### src/design/vrb_pkg.sv
// shared constants for the vbi readback and output tri-state block
`default_nettype none
package vrb_pkg;
  // register offsets on the serial control subaddress space
  localparam logic [7:0] OFS_TRISTATE_CTRL = 8'h1E;
  localparam logic [7:0] OFS_FLAG_CLEAR = 8'h1F;
  localparam logic [7:0] OFS_READY_FLAGS = 8'h21;
  localparam logic [7:0] OFS_CAPTION_ODD_LOW = 8'h22;
  localparam logic [7:0] OFS_CAPTION_ODD_HIGH = 8'h23;
  localparam logic [7:0] OFS_CAPTION_EVEN_LOW = 8'h24;
  localparam logic [7:0] OFS_CAPTION_EVEN_HIGH = 8'h25;
  localparam logic [7:0] OFS_COPYGUARD_ODD_B0 = 8'h26;
  localparam logic [7:0] OFS_COPYGUARD_ODD_B1 = 8'h27;
  localparam logic [7:0] OFS_COPYGUARD_ODD_B2 = 8'h28;
  localparam logic [7:0] OFS_COPYGUARD_EVEN_B0 = 8'h29;
  localparam logic [7:0] OFS_COPYGUARD_EVEN_B1 = 8'h2A;
  localparam logic [7:0] OFS_COPYGUARD_EVEN_B2 = 8'h2B;
  localparam logic [7:0] OFS_WIDESCREEN_LOW = 8'h2C;
  localparam logic [7:0] OFS_WIDESCREEN_HIGH = 8'h2D;

  // bit positions inside the ready-flag and clear-request registers
  localparam int FLAG_CAPTION_ODD = 6;
  localparam int FLAG_CAPTION_EVEN = 5;
  localparam int FLAG_COPYGUARD_ODD = 4;
  localparam int FLAG_COPYGUARD_EVEN = 3;
  localparam int FLAG_WIDESCREEN = 0;

  // captured word widths
  localparam int CAPTION_W = 16;
  localparam int COPYGUARD_W = 20;
  localparam int WIDESCREEN_W = 13;

  // reset values
  localparam logic [1:0] TRISTATE_CTRL_RESET = 2'h0;
  localparam logic [7:0] RDATA_RESET = 8'h00;

  // clamp trimmer: codes at or above this nibble shift backwards
  localparam logic [3:0] CLAMP_NEG_FIRST_CODE = 4'hC;

  // output format encodings
  typedef enum logic [1:0] {
    FMT_BT656 = 2'h0,
    FMT_MUX8 = 2'h1,
    FMT_SEP16 = 2'h2,
    FMT_RGB24 = 2'h3
  } vrb_format_t;

  // tri-state control encodings
  typedef enum logic [1:0] {
    TSC_ENABLE = 2'h0,
    TSC_DATA_HIZ = 2'h1,
    TSC_ALL_HIZ = 2'h2,
    TSC_UNDEFINED = 2'h3
  } vrb_tsc_t;
endpackage
`default_nettype wire

### src/design/vrb_top.sv
// vbi readback buffers, ready flags and output pin tri-state decision
`default_nettype none
// Behaviour
// odd caption word at 0x22 low, 0x23 high
// even caption word at 0x24 low, 0x25 high
// odd copy word 0x26..0x28, nibble in 0x28
// even copy word 0x29..0x2B, nibble in 0x2B
// widescreen low 0x2C, five bits at 0x2D
// format codes 656, mux8, sep16, rgb24
// internal format bits only in register mode
// control 00 floats chroma, blue unless rgb
// control 01 floats luma, chroma, blue, aux high
// control 10 floats data, sync, valid, status
// host never programs control 11 in normal
// sleep option 0: chroma/blue float, 16-bit blue only
// sleep option 1 floats every listed pin
// rgb sleep option 0 drives every pin
// pins not floated stay actively driven
// clamp start shifts eight pixels per code
// ready flag sticks until host clears it
// control field at 0x1E, resets to 00
// undefined high bits read zero, buffer writes ignored
module vrb_top
  import vrb_pkg::*;
(
  // clock and reset
  input wire logic CLK_I,
  input wire logic RESET_N_I,
  // register access from the serial control front end
  input wire logic [7:0] REG_ADDR_I,
  input wire logic REG_WR_I,
  input wire logic [7:0] REG_WDATA_I,
  input wire logic REG_RD_I,
  output logic [7:0] REG_RDATA_O,
  output logic REG_RVALID_O,
  // slicer capture strobes and words
  input wire logic CAPTION_ODD_STORE_I,
  input wire logic [CAPTION_W-1:0] CAPTION_ODD_DATA_I,
  input wire logic CAPTION_EVEN_STORE_I,
  input wire logic [CAPTION_W-1:0] CAPTION_EVEN_DATA_I,
  input wire logic COPYGUARD_ODD_STORE_I,
  input wire logic [COPYGUARD_W-1:0] COPYGUARD_ODD_DATA_I,
  input wire logic COPYGUARD_EVEN_STORE_I,
  input wire logic [COPYGUARD_W-1:0] COPYGUARD_EVEN_DATA_I,
  input wire logic WIDESCREEN_STORE_I,
  input wire logic [WIDESCREEN_W-1:0] WIDESCREEN_DATA_I,
  // mode and power state
  input wire logic [1:0] MODE_PIN_I,
  input wire logic INTERNAL_REG_MODE_I,
  input wire logic [1:0] INTERNAL_FORMAT_SELECT_I,
  input wire logic SLEEP_I,
  input wire logic SLEEP_OUTPUT_OPTION_I,
  input wire logic [7:0] CLAMP_WINDOW_TRIM_I,
  // decoded results
  output logic [1:0] FORMAT_O,
  output logic [7:0] VBI_READY_FLAGS_O,
  output logic [7:0] CLAMP_START_SHIFT_O,
  // pin output enables, high while the pin is driven
  output logic LUMA_OE_O,
  output logic CHROMA_OE_O,
  output logic BLUE_OE_O,
  output logic AUX_HIGH_OE_O,
  output logic AUX_LOW_OE_O,
  output logic SYNC_OE_O,
  output logic VALID_OE_O,
  output logic STATUS_OE_O
);
  // mode pins come from the board, so they are synchronised first
  logic [1:0] mode_meta;
  logic [1:0] mode_sync;
  always_ff @(posedge CLK_I) begin
    if (!RESET_N_I) begin
      mode_meta <= 2'h0;
      mode_sync <= 2'h0;
    end else begin
      mode_meta <= MODE_PIN_I;
      mode_sync <= mode_meta;
    end
  end

  // write decode; buffers have no write path at all
  logic wr_tsc;
  logic wr_clear;
  assign wr_tsc = REG_WR_I && (REG_ADDR_I == OFS_TRISTATE_CTRL);
  assign wr_clear = REG_WR_I && (REG_ADDR_I == OFS_FLAG_CLEAR);

  // tri-state control register
  logic [1:0] tsc;
  logic [1:0] next_tsc;
  always_comb begin
    // control field in low bits
    next_tsc = wr_tsc ? REG_WDATA_I[1:0] : tsc;
  end
  always_ff @(posedge CLK_I) begin
    if (!RESET_N_I) begin
      tsc <= TRISTATE_CTRL_RESET;
    end else begin
      tsc <= next_tsc;
    end
  end

  // capture slots, each clear pulse lasts only the write cycle
  logic [CAPTION_W-1:0] cap_odd;
  logic [CAPTION_W-1:0] cap_even;
  logic [COPYGUARD_W-1:0] cg_odd;
  logic [COPYGUARD_W-1:0] cg_even;
  logic [WIDESCREEN_W-1:0] wss;
  logic rdy_cap_odd;
  logic rdy_cap_even;
  logic rdy_cg_odd;
  logic rdy_cg_even;
  logic rdy_wss;

  // sticky ready flags
  vrb_capture_slot #(.WIDTH(CAPTION_W)) u_cap_odd (
    .clk_i(CLK_I),
    .reset_n_i(RESET_N_I),
    .store_i(CAPTION_ODD_STORE_I),
    .data_i(CAPTION_ODD_DATA_I),
    .clear_i(wr_clear && REG_WDATA_I[FLAG_CAPTION_ODD]),
    .data_o(cap_odd),
    .ready_o(rdy_cap_odd)
  );
  vrb_capture_slot #(.WIDTH(CAPTION_W)) u_cap_even (
    .clk_i(CLK_I),
    .reset_n_i(RESET_N_I),
    .store_i(CAPTION_EVEN_STORE_I),
    .data_i(CAPTION_EVEN_DATA_I),
    .clear_i(wr_clear && REG_WDATA_I[FLAG_CAPTION_EVEN]),
    .data_o(cap_even),
    .ready_o(rdy_cap_even)
  );
  vrb_capture_slot #(.WIDTH(COPYGUARD_W)) u_cg_odd (
    .clk_i(CLK_I),
    .reset_n_i(RESET_N_I),
    .store_i(COPYGUARD_ODD_STORE_I),
    .data_i(COPYGUARD_ODD_DATA_I),
    .clear_i(wr_clear && REG_WDATA_I[FLAG_COPYGUARD_ODD]),
    .data_o(cg_odd),
    .ready_o(rdy_cg_odd)
  );
  vrb_capture_slot #(.WIDTH(COPYGUARD_W)) u_cg_even (
    .clk_i(CLK_I),
    .reset_n_i(RESET_N_I),
    .store_i(COPYGUARD_EVEN_STORE_I),
    .data_i(COPYGUARD_EVEN_DATA_I),
    .clear_i(wr_clear && REG_WDATA_I[FLAG_COPYGUARD_EVEN]),
    .data_o(cg_even),
    .ready_o(rdy_cg_even)
  );
  vrb_capture_slot #(.WIDTH(WIDESCREEN_W)) u_wss (
    .clk_i(CLK_I),
    .reset_n_i(RESET_N_I),
    .store_i(WIDESCREEN_STORE_I),
    .data_i(WIDESCREEN_DATA_I),
    .clear_i(wr_clear && REG_WDATA_I[FLAG_WIDESCREEN]),
    .data_o(wss),
    .ready_o(rdy_wss)
  );

  // flags owned elsewhere (stripe, agc) read as zero here
  logic [7:0] flags;
  always_comb begin
    flags = 8'h00;
    flags[FLAG_CAPTION_ODD] = rdy_cap_odd;
    flags[FLAG_CAPTION_EVEN] = rdy_cap_even;
    flags[FLAG_COPYGUARD_ODD] = rdy_cg_odd;
    flags[FLAG_COPYGUARD_EVEN] = rdy_cg_even;
    flags[FLAG_WIDESCREEN] = rdy_wss;
  end
  assign VBI_READY_FLAGS_O = flags;

  // read mux; unmapped and write-only offsets answer zero
  logic [7:0] rd_mux;
  always_comb begin
    rd_mux = 8'h00;
    unique case (REG_ADDR_I)
      OFS_READY_FLAGS: rd_mux = flags;
      // odd caption bytes
      OFS_CAPTION_ODD_LOW: rd_mux = cap_odd[7:0];
      OFS_CAPTION_ODD_HIGH: rd_mux = cap_odd[15:8];
      // even caption bytes
      OFS_CAPTION_EVEN_LOW: rd_mux = cap_even[7:0];
      OFS_CAPTION_EVEN_HIGH: rd_mux = cap_even[15:8];
      // odd copy word
      OFS_COPYGUARD_ODD_B0: rd_mux = cg_odd[7:0];
      OFS_COPYGUARD_ODD_B1: rd_mux = cg_odd[15:8];
      // undefined nibble zero
      OFS_COPYGUARD_ODD_B2: rd_mux = {4'h0, cg_odd[19:16]};
      // even copy word
      OFS_COPYGUARD_EVEN_B0: rd_mux = cg_even[7:0];
      OFS_COPYGUARD_EVEN_B1: rd_mux = cg_even[15:8];
      OFS_COPYGUARD_EVEN_B2: rd_mux = {4'h0, cg_even[19:16]};
      // widescreen bytes
      OFS_WIDESCREEN_LOW: rd_mux = wss[7:0];
      OFS_WIDESCREEN_HIGH: rd_mux = {3'h0, wss[12:8]};
      default: rd_mux = 8'h00;
    endcase
  end
  logic [7:0] rdata;
  logic rvalid;
  logic [7:0] next_rdata;
  logic next_rvalid;
  // read data held until the next read
  always_comb begin
    next_rdata = REG_RD_I ? rd_mux : rdata;
    next_rvalid = REG_RD_I;
  end

  always_ff @(posedge CLK_I) begin
    if (!RESET_N_I) begin
      rdata <= RDATA_RESET;
      rvalid <= 1'b0;
    end else begin
      rdata <= next_rdata;
      rvalid <= next_rvalid;
    end
  end
  assign REG_RDATA_O = rdata;
  assign REG_RVALID_O = rvalid;

  // format codes from package
  vrb_format_t fmt;
  logic [1:0] next_fmt;
  logic next_luma;
  logic next_chroma;
  logic next_blue;
  logic next_aux_high;
  logic next_ctrl;
  logic [7:0] next_shift;

  always_comb begin
    // register bits only in register mode
    next_fmt = INTERNAL_REG_MODE_I ? INTERNAL_FORMAT_SELECT_I : mode_sync;
    // default is every pin driven
    next_luma = 1'b1;
    next_chroma = 1'b1;
    next_blue = 1'b1;
    next_aux_high = 1'b1;
    next_ctrl = 1'b1;
    if (SLEEP_I) begin
      if (SLEEP_OUTPUT_OPTION_I) begin
        // sleep option floats all but aux low
        next_luma = 1'b0;
        next_chroma = 1'b0;
        next_blue = 1'b0;
        next_aux_high = 1'b0;
        next_ctrl = 1'b0;
      end else begin
        // control ignored in sleep
        // rgb keeps every pin
        unique case (vrb_format_t'(next_fmt))
          FMT_BT656, FMT_MUX8: begin
            next_chroma = 1'b0;
            next_blue = 1'b0;
          end
          FMT_SEP16: begin
            next_blue = 1'b0;
          end
          FMT_RGB24: begin
            next_blue = 1'b1;
          end
        endcase
      end
    end else begin
      unique case (vrb_tsc_t'(tsc))
        TSC_DATA_HIZ: begin
          // data buses float
          next_luma = 1'b0;
          next_chroma = 1'b0;
          next_blue = 1'b0;
          next_aux_high = 1'b0;
        end
        TSC_ALL_HIZ: begin
          // everything listed floats
          next_luma = 1'b0;
          next_chroma = 1'b0;
          next_blue = 1'b0;
          next_aux_high = 1'b0;
          next_ctrl = 1'b0;
        end
        TSC_ENABLE, TSC_UNDEFINED: begin
          // rgb needs chroma and blue
          // the undefined code behaves as enable so pins never fight
          if (vrb_format_t'(next_fmt) != FMT_RGB24) begin
            next_chroma = 1'b0;
            next_blue = 1'b0;
          end
        end
      endcase
    end
    // eight-pixel steps, c..f backwards
    next_shift = {CLAMP_WINDOW_TRIM_I[7:4] >= CLAMP_NEG_FIRST_CODE,
                  CLAMP_WINDOW_TRIM_I[7:4], 3'h0};
  end

  // enables registered so pins never glitch on a decode path
  logic luma_oe;
  logic chroma_oe;
  logic blue_oe;
  logic aux_high_oe;
  logic ctrl_oe;
  logic [7:0] shift;

  always_ff @(posedge CLK_I) begin
    if (!RESET_N_I) begin
      fmt <= FMT_BT656;
      luma_oe <= 1'b0;
      chroma_oe <= 1'b0;
      blue_oe <= 1'b0;
      aux_high_oe <= 1'b0;
      ctrl_oe <= 1'b0;
      shift <= 8'h00;
    end else begin
      fmt <= vrb_format_t'(next_fmt);
      luma_oe <= next_luma;
      chroma_oe <= next_chroma;
      blue_oe <= next_blue;
      aux_high_oe <= next_aux_high;
      ctrl_oe <= next_ctrl;
      shift <= next_shift;
    end
  end

  assign FORMAT_O = fmt;
  assign LUMA_OE_O = luma_oe;
  assign CHROMA_OE_O = chroma_oe;
  assign BLUE_OE_O = blue_oe;
  assign AUX_HIGH_OE_O = aux_high_oe;
  assign AUX_LOW_OE_O = 1'b1;
  assign SYNC_OE_O = ctrl_oe;
  assign VALID_OE_O = ctrl_oe;
  assign STATUS_OE_O = ctrl_oe;
  assign CLAMP_START_SHIFT_O = shift;
endmodule
`default_nettype wire

### src/design/vrb_capture_slot.sv
// one captured vbi word with its sticky ready flag
`default_nettype none
module vrb_capture_slot
  import vrb_pkg::*;
#(
  parameter int WIDTH = 16
) (
  // clock and reset
  input wire logic clk_i,
  input wire logic reset_n_i,
  // capture side
  input wire logic store_i,
  input wire logic [WIDTH-1:0] data_i,
  // host side
  input wire logic clear_i,
  output logic [WIDTH-1:0] data_o,
  output logic ready_o
);
  logic [WIDTH-1:0] word;
  logic ready;
  logic [WIDTH-1:0] next_word;
  logic next_ready;

  // store a new word; a store in the clear cycle keeps the flag set
  always_comb begin
    next_word = store_i ? data_i : word;
    // flag set wins
    next_ready = store_i | (ready & ~clear_i);
  end

  // buffer content has no documented reset value; zero keeps reads defined
  always_ff @(posedge clk_i) begin
    if (!reset_n_i) begin
      word <= '0;
      ready <= 1'b0;
    end else begin
      word <= next_word;
      ready <= next_ready;
    end
  end

  assign data_o = word;
  assign ready_o = ready;
endmodule
`default_nettype wire

### config.mk
export PLATFORM = sky130hd
export DESIGN_NAME = vrb_top
export DESIGN_NICKNAME = d
export VERILOG_FILES = /design/src/design/vrb_pkg.sv /design/src/design/vrb_top.sv /design/src/design/vrb_capture_slot.sv
export SDC_FILE = /design/constraint.sdc
export NUM_CORES = 1
export LEC_CHECK = 0
export BUFFER_PORTS_ARGS = -buffer_cell sky130_fd_sc_hd__buf_4
export CAP_MARGIN = 25
export CELL_PAD_IN_SITES_DETAIL_PLACEMENT = 2
export CELL_PAD_IN_SITES_GLOBAL_PLACEMENT = 2
export CORE_MARGIN = 2
export CORE_UTILIZATION = 29
export CTS_BUF_LIST = sky130_fd_sc_hd__clkbuf_8
export DETAILED_ROUTE_END_ITERATION = 8
export PLACE_DENSITY = 0.77
export SLEW_MARGIN = 20
export SYNTH_ARGS = -nofsm -noshare
export SYNTH_HDL_FRONTEND = slang
export SYNTH_SLANG_ARGS = --single-unit
export TNS_END_PERCENT = 50
### constraint.sdc
create_clock -name CLK_I -period 1.4 [get_ports CLK_I]
set_input_delay 0.14 -clock CLK_I [delete_from_list [all_inputs] [get_ports CLK_I]]
set_output_delay 0.14 -clock CLK_I [all_outputs]
set_load 0.01 [all_outputs]
[Word level (Yosys, flattened, before mapping)]
Cells that the tools add are included.
Cells by class
  mux-type cells: 15
  $lt $le $gt $ge: 1
  equal/unequal tests: 22
  reduce and logical (&&, ||, !) cells: 13
  bitwise operators: 15
Operators by type and width (count)
  equality test 8 x 6 -> 1 bit (second input constant): 13
  case mux 8 bit (13 select lines): 1
  equality test 8 x 5 -> 1 bit (second input constant): 2
  2-to-1 mux 1 bit: 11
  equality test 2 bit (second input constant): 4
  logical AND 1 bit: 7
  OR reduction 2 bit: 3
  AND 1 bit: 5
  NOT 1 bit: 5
  bitwise OR 1 bit: 5
  equality test 2 x 1 -> 1 bit (second input constant): 2
  greater-or-equal comparator 4 bit (second input constant): 1
  zero test 2 bit: 2
  case mux 1 bit (2 select lines): 2
  OR reduction 3 bit: 1
  2-to-1 mux 2 bit: 1
  inequality test 2 bit (second input constant): 1
Word-level totals
  register bits after elaboration: 119
  logic and storage cells: 88
  bits of input ports: 125

[Longest topological paths before layout]
  depth after elaboration: 6
  mapped depth: 7
  depth with buffers taken out: 5

[Hierarchy]
From an unflattened synthesis, not the netlist that was laid out.
Unflattened totals
  cell total of the unflattened synthesis: 535
  area, all modules: 5476.5 um^2
By module, submodules not included
  vrb_top: instances 1, area an instance 2000.7 um^2, cells an instance 246
  vrb_capture_slot at u_cg_even ...: instances 2, area an instance 818.3 um^2, cells an instance 68
  vrb_capture_slot at u_cap_even ...: instances 2, area an instance 649.4 um^2, cells an instance 54
  vrb_capture_slot at u_wss: instances 1, area an instance 540.5 um^2, cells an instance 45

[Worst setup path before layout]
Ideal clock, no wire load.
  kind: input to register
  start: input port REG_ADDR_I[4]
  end: register rdata[7], in the netlist REG_RDATA_O[7]
  setup time: 59 ps
  setup slack: -58 ps
  cell stages on the path: 5
  arrival: 1399 ps
  required time: 1341 ps
  path through: or4b_4 > buf_6 > or3_1 > a21boi_1 > o31a_1
Between the ends
  longest elaborated chain between the ends: 2
  elaborated cells between the ends (all ways): 14
RTL lines
  from (decl): line vrb_top.sv:30  | input wire logic [7:0] REG_ADDR_I,
  equality test 8 x 6 -> 1 bit: line vrb_top.sv:177  | unique case (REG_ADDR_I)
  case mux 8 bit (13 select lines) (*): line vrb_top.sv:177
  to (signal assigned): line vrb_top.sv:215  | rdata <= next_rdata;
  to (decl): line vrb_top.sv:200  | logic [7:0] rdata;
Mark *: on every way between the ends. The rest lies on a longest branch, timed or not.
A chain may end at the register's enable or synchronous reset.

[Final worst setup path]
  start: register u_cg_even.word[3], in the netlist u_cg_even.data_o[3]
  end: register rdata[3], in the netlist REG_RDATA_O[3]
Between the ends
  longest elaborated chain between the ends: 1
RTL lines
  from (decl): line vrb_capture_slot.sv:19  | logic [WIDTH-1:0] word;
  from (signal assigned): line vrb_capture_slot.sv:37  | word <= next_word;
  case mux 8 bit (13 select lines): line vrb_top.sv:177
Every way passes these cells.

==> results.toml <==
[global_routing]
use_met1 = 0.263
gr_met2_demand_resource = 0.425
grt_pass1_vias = 5785
grtUsageMet3 = 0.0409
grt_max_degree = 41
number_of_antenna_violations_at_the_first_check_in_global_routing = 1
grt.overflow.total = 0
grt_usage = 0.228
grt_first_pass_wirelength_mm = 33.8
gr-max-usage-layer = "met2"

[setup_path]
worst_setup_path_end_kind = "register"
setup_slack_of_the_worst_register_to_register_path_ns = 0.03
crit_path_max_fanout = 2
rr_endpoint = "REG_RDATA_O[3]"
rr_startpoint = "u_cg_even.data_o[3]"
worst_ep_arrival_time_ns = 1.72
critical_path.startpoint_type = "register"
worst-setup-path-type = "reg2reg"
worst-r2r-cell-count = 5
required_ns = 1.75

[clock_tree]
numClockSinks = 116
clockBufferDepth = 2
clk_pin_slew_worst_paths_ns = 0.08
cts_made_buffers = 17
post-cts-setup-buffers = 0
cts_htree_levels = 4
clk_root_buffer_cell = "sky130_fd_sc_hd__clkbuf_8"
clk_latency_ns = 0.45
tritoncts = "yes"

[place]
placed_cells = 914
port_buffers = 146
gp_congestion = 0.857
detailed_place_hpwl_mm = 14.9

[logic_synthesis]
netlist_top_cells_count = "sky130_fd_sc_hd__dfxtp_1 (116), sky130_fd_sc_hd__nor2b_1 (101), sky130_fd_sc_hd__mux2i_1 (99)"
yosys.area.top_type = "sky130_fd_sc_hd__dfxtp_1"
post_synth_main_area_contributors = "sky130_fd_sc_hd__dfxtp_1 (43%), sky130_fd_sc_hd__mux2i_1 (19%), sky130_fd_sc_hd__nor2b_1 (12%)"
yosys_warnings = 0
synth-async-reset-ratio = 0
synth_largest_type_area_fraction = 0.434
synth_cell_type_count = 54
count_of_flip_flops_with_a_built_in_enable_after_synthesis = 0
syn-cell-area_um2 = 5350
proportion_of_synthesized_chip_area_in_sequential_cells = 0.434
yosys_register_bits = 116
yosysMostFrequentCell = "sky130_fd_sc_hd__dfxtp_1"
avg_cell_area_syn_um2 = 9.98
dominantRegCellSynth = "sky130_fd_sc_hd__dfxtp_1"
netlist_instances = 536

[final_layout]
final-instance-count-excl-fill = 1035
synthToLayoutAreaGrowth_pct = 54.1
fillCellCount = 1887
diodes = 0
finalCoreUtilization = 0.457
drive_gt1_frac = 0.316
finalNetCount = 923

[timing]
max_slew.worst_pin.slew_ns = 0.496
final_clock_period_utilization_by_the_worst_path = 0.979
finClkSkew_ns = 0.0113
drv_slew = 0
timing.fmax_ghz = 0.730
finalWorstPathRequiredPeriod_ns = 1.37
setup_tns_ns = 0
rsz_0062_raised_after_global_routing = "true"
timing.final.hold_violations = 0
timing.slew.headroom = 0.668
setup_viol = 0

[floorplan]
initial_utilization = 0.297
core-area_um2 = 18000
std_cell_rows = 49
die-area_um2 = 19600
chipHeight_um = 140
die_width_um = 140
i_o_pins = 160

[hold_path]
min-delay-path-class = "in2reg"
hold_path_depth = 3
min_to = "FORMAT_O[0]"
min-delay-start = "INTERNAL_FORMAT_SELECT_I[0]"

[routing]
initialDrtViolationCount = 153
drt_first_pass_iters = 4
final_routed_wire_length_divided_by_cell_count_um = 21.3
post_drt_via_cell_ratio = 4.81
ant_nets = 0
detail_route.drc_violations = 0
route.final.wire_length_mm = 22.1
total_vias_in_the_final_route = 4981

[pwr]
p_per_area_nw_per_um2 = 958
p_leak_uw = 0.00363
max-vdd-ir-drop_v = 0.000555

[status]
outcome = "finished, final reports clean"

[run]
timing.max_cap.violations = 0
-- stage by stage --
stage	worst slack [ns]	cell area [um2]	total power (uW)	hold WS (ns)
2_1_floorplan	-0.0381	5380	4210	0.262
3_3_place_gp	-0.321	6880	4750	0.346
3_5_place_dp	-0.400	6880	4810	0.357
4_1_cts	0.000698	8190	7910	0.000791
5_1_grt	-0.0883	8240	8260	0.0323
6_report	0.0300	8240	7900	0.0336
-- metal layers --
| layer | wire, um | up-vias | part of all wire |
|---|---|---|---|
| li1 | - | 2361 | - |
| met1 | 9200 | 2459 | 0.42 |
| met2 | 11700 | 131 | 0.53 |
| met3 | 674 | 30 | 0.031 |
| met4 | 469 | 0 | 0.021 |
| met5 | 0 | - | 0 |
-- layout by cell type (no fill, tap or decap), types with 5 or more instances in the layout --
| cell | netlist | layout |
|---|---|---|
| sky130_fd_sc_hd__a21boi_0 | 5 | 5 |
| sky130_fd_sc_hd__a21oi_1 | 5 | 5 |
| sky130_fd_sc_hd__a22o_1 | 6 | 6 |
| sky130_fd_sc_hd__a22oi_1 | 9 | 9 |
| sky130_fd_sc_hd__and2_1 | 12 | 12 |
| sky130_fd_sc_hd__buf_4 | 15 | 197 |
| sky130_fd_sc_hd__clkbuf_8 | 0 | 21 |
| sky130_fd_sc_hd__clkinv_2 | 0 | 5 |
| sky130_fd_sc_hd__conb_1 | 2 | 7 |
| sky130_fd_sc_hd__dfxtp_1 | 116 | 112 |
| sky130_fd_sc_hd__dlygate4sd3_1 | 0 | 93 |
| sky130_fd_sc_hd__inv_1 | 6 | 7 |
| sky130_fd_sc_hd__mux2_2 | 5 | 5 |
| sky130_fd_sc_hd__mux2i_1 | 99 | 95 |
| sky130_fd_sc_hd__nand2_1 | 12 | 12 |
| sky130_fd_sc_hd__nand3_1 | 6 | 6 |
| sky130_fd_sc_hd__nor2_1 | 16 | 16 |
| sky130_fd_sc_hd__nor2b_1 | 101 | 101 |
| sky130_fd_sc_hd__nor3_1 | 6 | 6 |
| sky130_fd_sc_hd__o21a_1 | 6 | 6 |
| sky130_fd_sc_hd__o21ai_0 | 12 | 10 |
| sky130_fd_sc_hd__o21ai_1 | 3 | 5 |
-- critical path, stage by stage (launching register included) --
cell                        delay (ns)
sky130_fd_sc_hd__dfxtp_2          0.34
sky130_fd_sc_hd__mux2i_2          0.20
sky130_fd_sc_hd__nor4_1           0.10
sky130_fd_sc_hd__a2111oi_1        0.31
sky130_fd_sc_hd__o21ai_1          0.12
sky130_fd_sc_hd__and3_1           0.19
-- final cells by class --
| cell class | instances | area (um2) | share of cell area |
|---|---|---|---|
| Clock buffer | 21 | 289 | 0.0351 |
| Clock inverter | 7 | 58.8 | 0.00713 |
| Inverter | 6 | 22.5 | 0.00273 |
| Multi-Input combinational cell | 365 | 2830 | 0.343 |
| Sequential cell | 116 | 2330 | 0.282 |
| Tap cell | 229 | 287 | 0.0348 |
| Timing Repair Buffer | 291 | 2430 | 0.295 |
-- state kept, by name, indices dropped and copies added (netlist names), 2 cells and up --
signal and count:
u_cg_even.data_o 20, u_wss.data_o 13, mode_meta 2, REG_RDATA_O 8, CLAMP_START_SHIFT_O 5, u_cap_odd.data_o 16
FORMAT_O 2, u_cg_odd.data_o 20, u_cap_even.data_o 16, mode_sync 2, tsc 2
-- cell families (layout without fill, tap and decap cells) --
kind of cell / after synthesis / count (layout) / synth area share
simple gates: 181 / 181 / 0.203
buf+inv: 60 / 325 / 0.0566
mux: 107 / 107 / 0.208
other cells: 2 / 7 / 0.00140
flops: 116 / 116 / 0.434
fa+ha+maj: 1 / 1 / 0.00234
compound gates: 69 / 69 / 0.0945
-- worst max path at each step --
stage / slack [ns] / depth (start not counted) / endpoint / startpoint
6_report: 0.03 / 5 / REG_RDATA_O[3] / u_cg_even.data_o[3]
5_1_grt: -0.09 / 5 / REG_RDATA_O[3] / u_wss.data_o[11]
4_1_cts: 0.0007 / 5 / REG_RDATA_O[3] / u_cg_even.data_o[19]
2_1_floorplan: -0.04 / 6 / REG_RDATA_O[2] / REG_ADDR_I[6]
3_3_place_gp: -0.32 / 6 / REG_RDATA_O[5] / REG_ADDR_I[6]
3_5_place_dp: -0.40 / 6 / REG_RDATA_O[5] / REG_ADDR_I[6]
-- what timing repair did --
item / CTS / global route
hold buffers: 93 / 0
setup endpoints to repair: 3 / 6
pin swaps: 1 / 5
resized for setup: 5 / 16
hold endpoints to repair: 94 / 0
gates cloned: 0 / 0
-- power breakdown --
part           internal [uW]  switching, uW
clock                   1530           1370
sequential              3480            135
combinational            794            589
total                   5800           2100
Power figures use the tool's default switching activity.
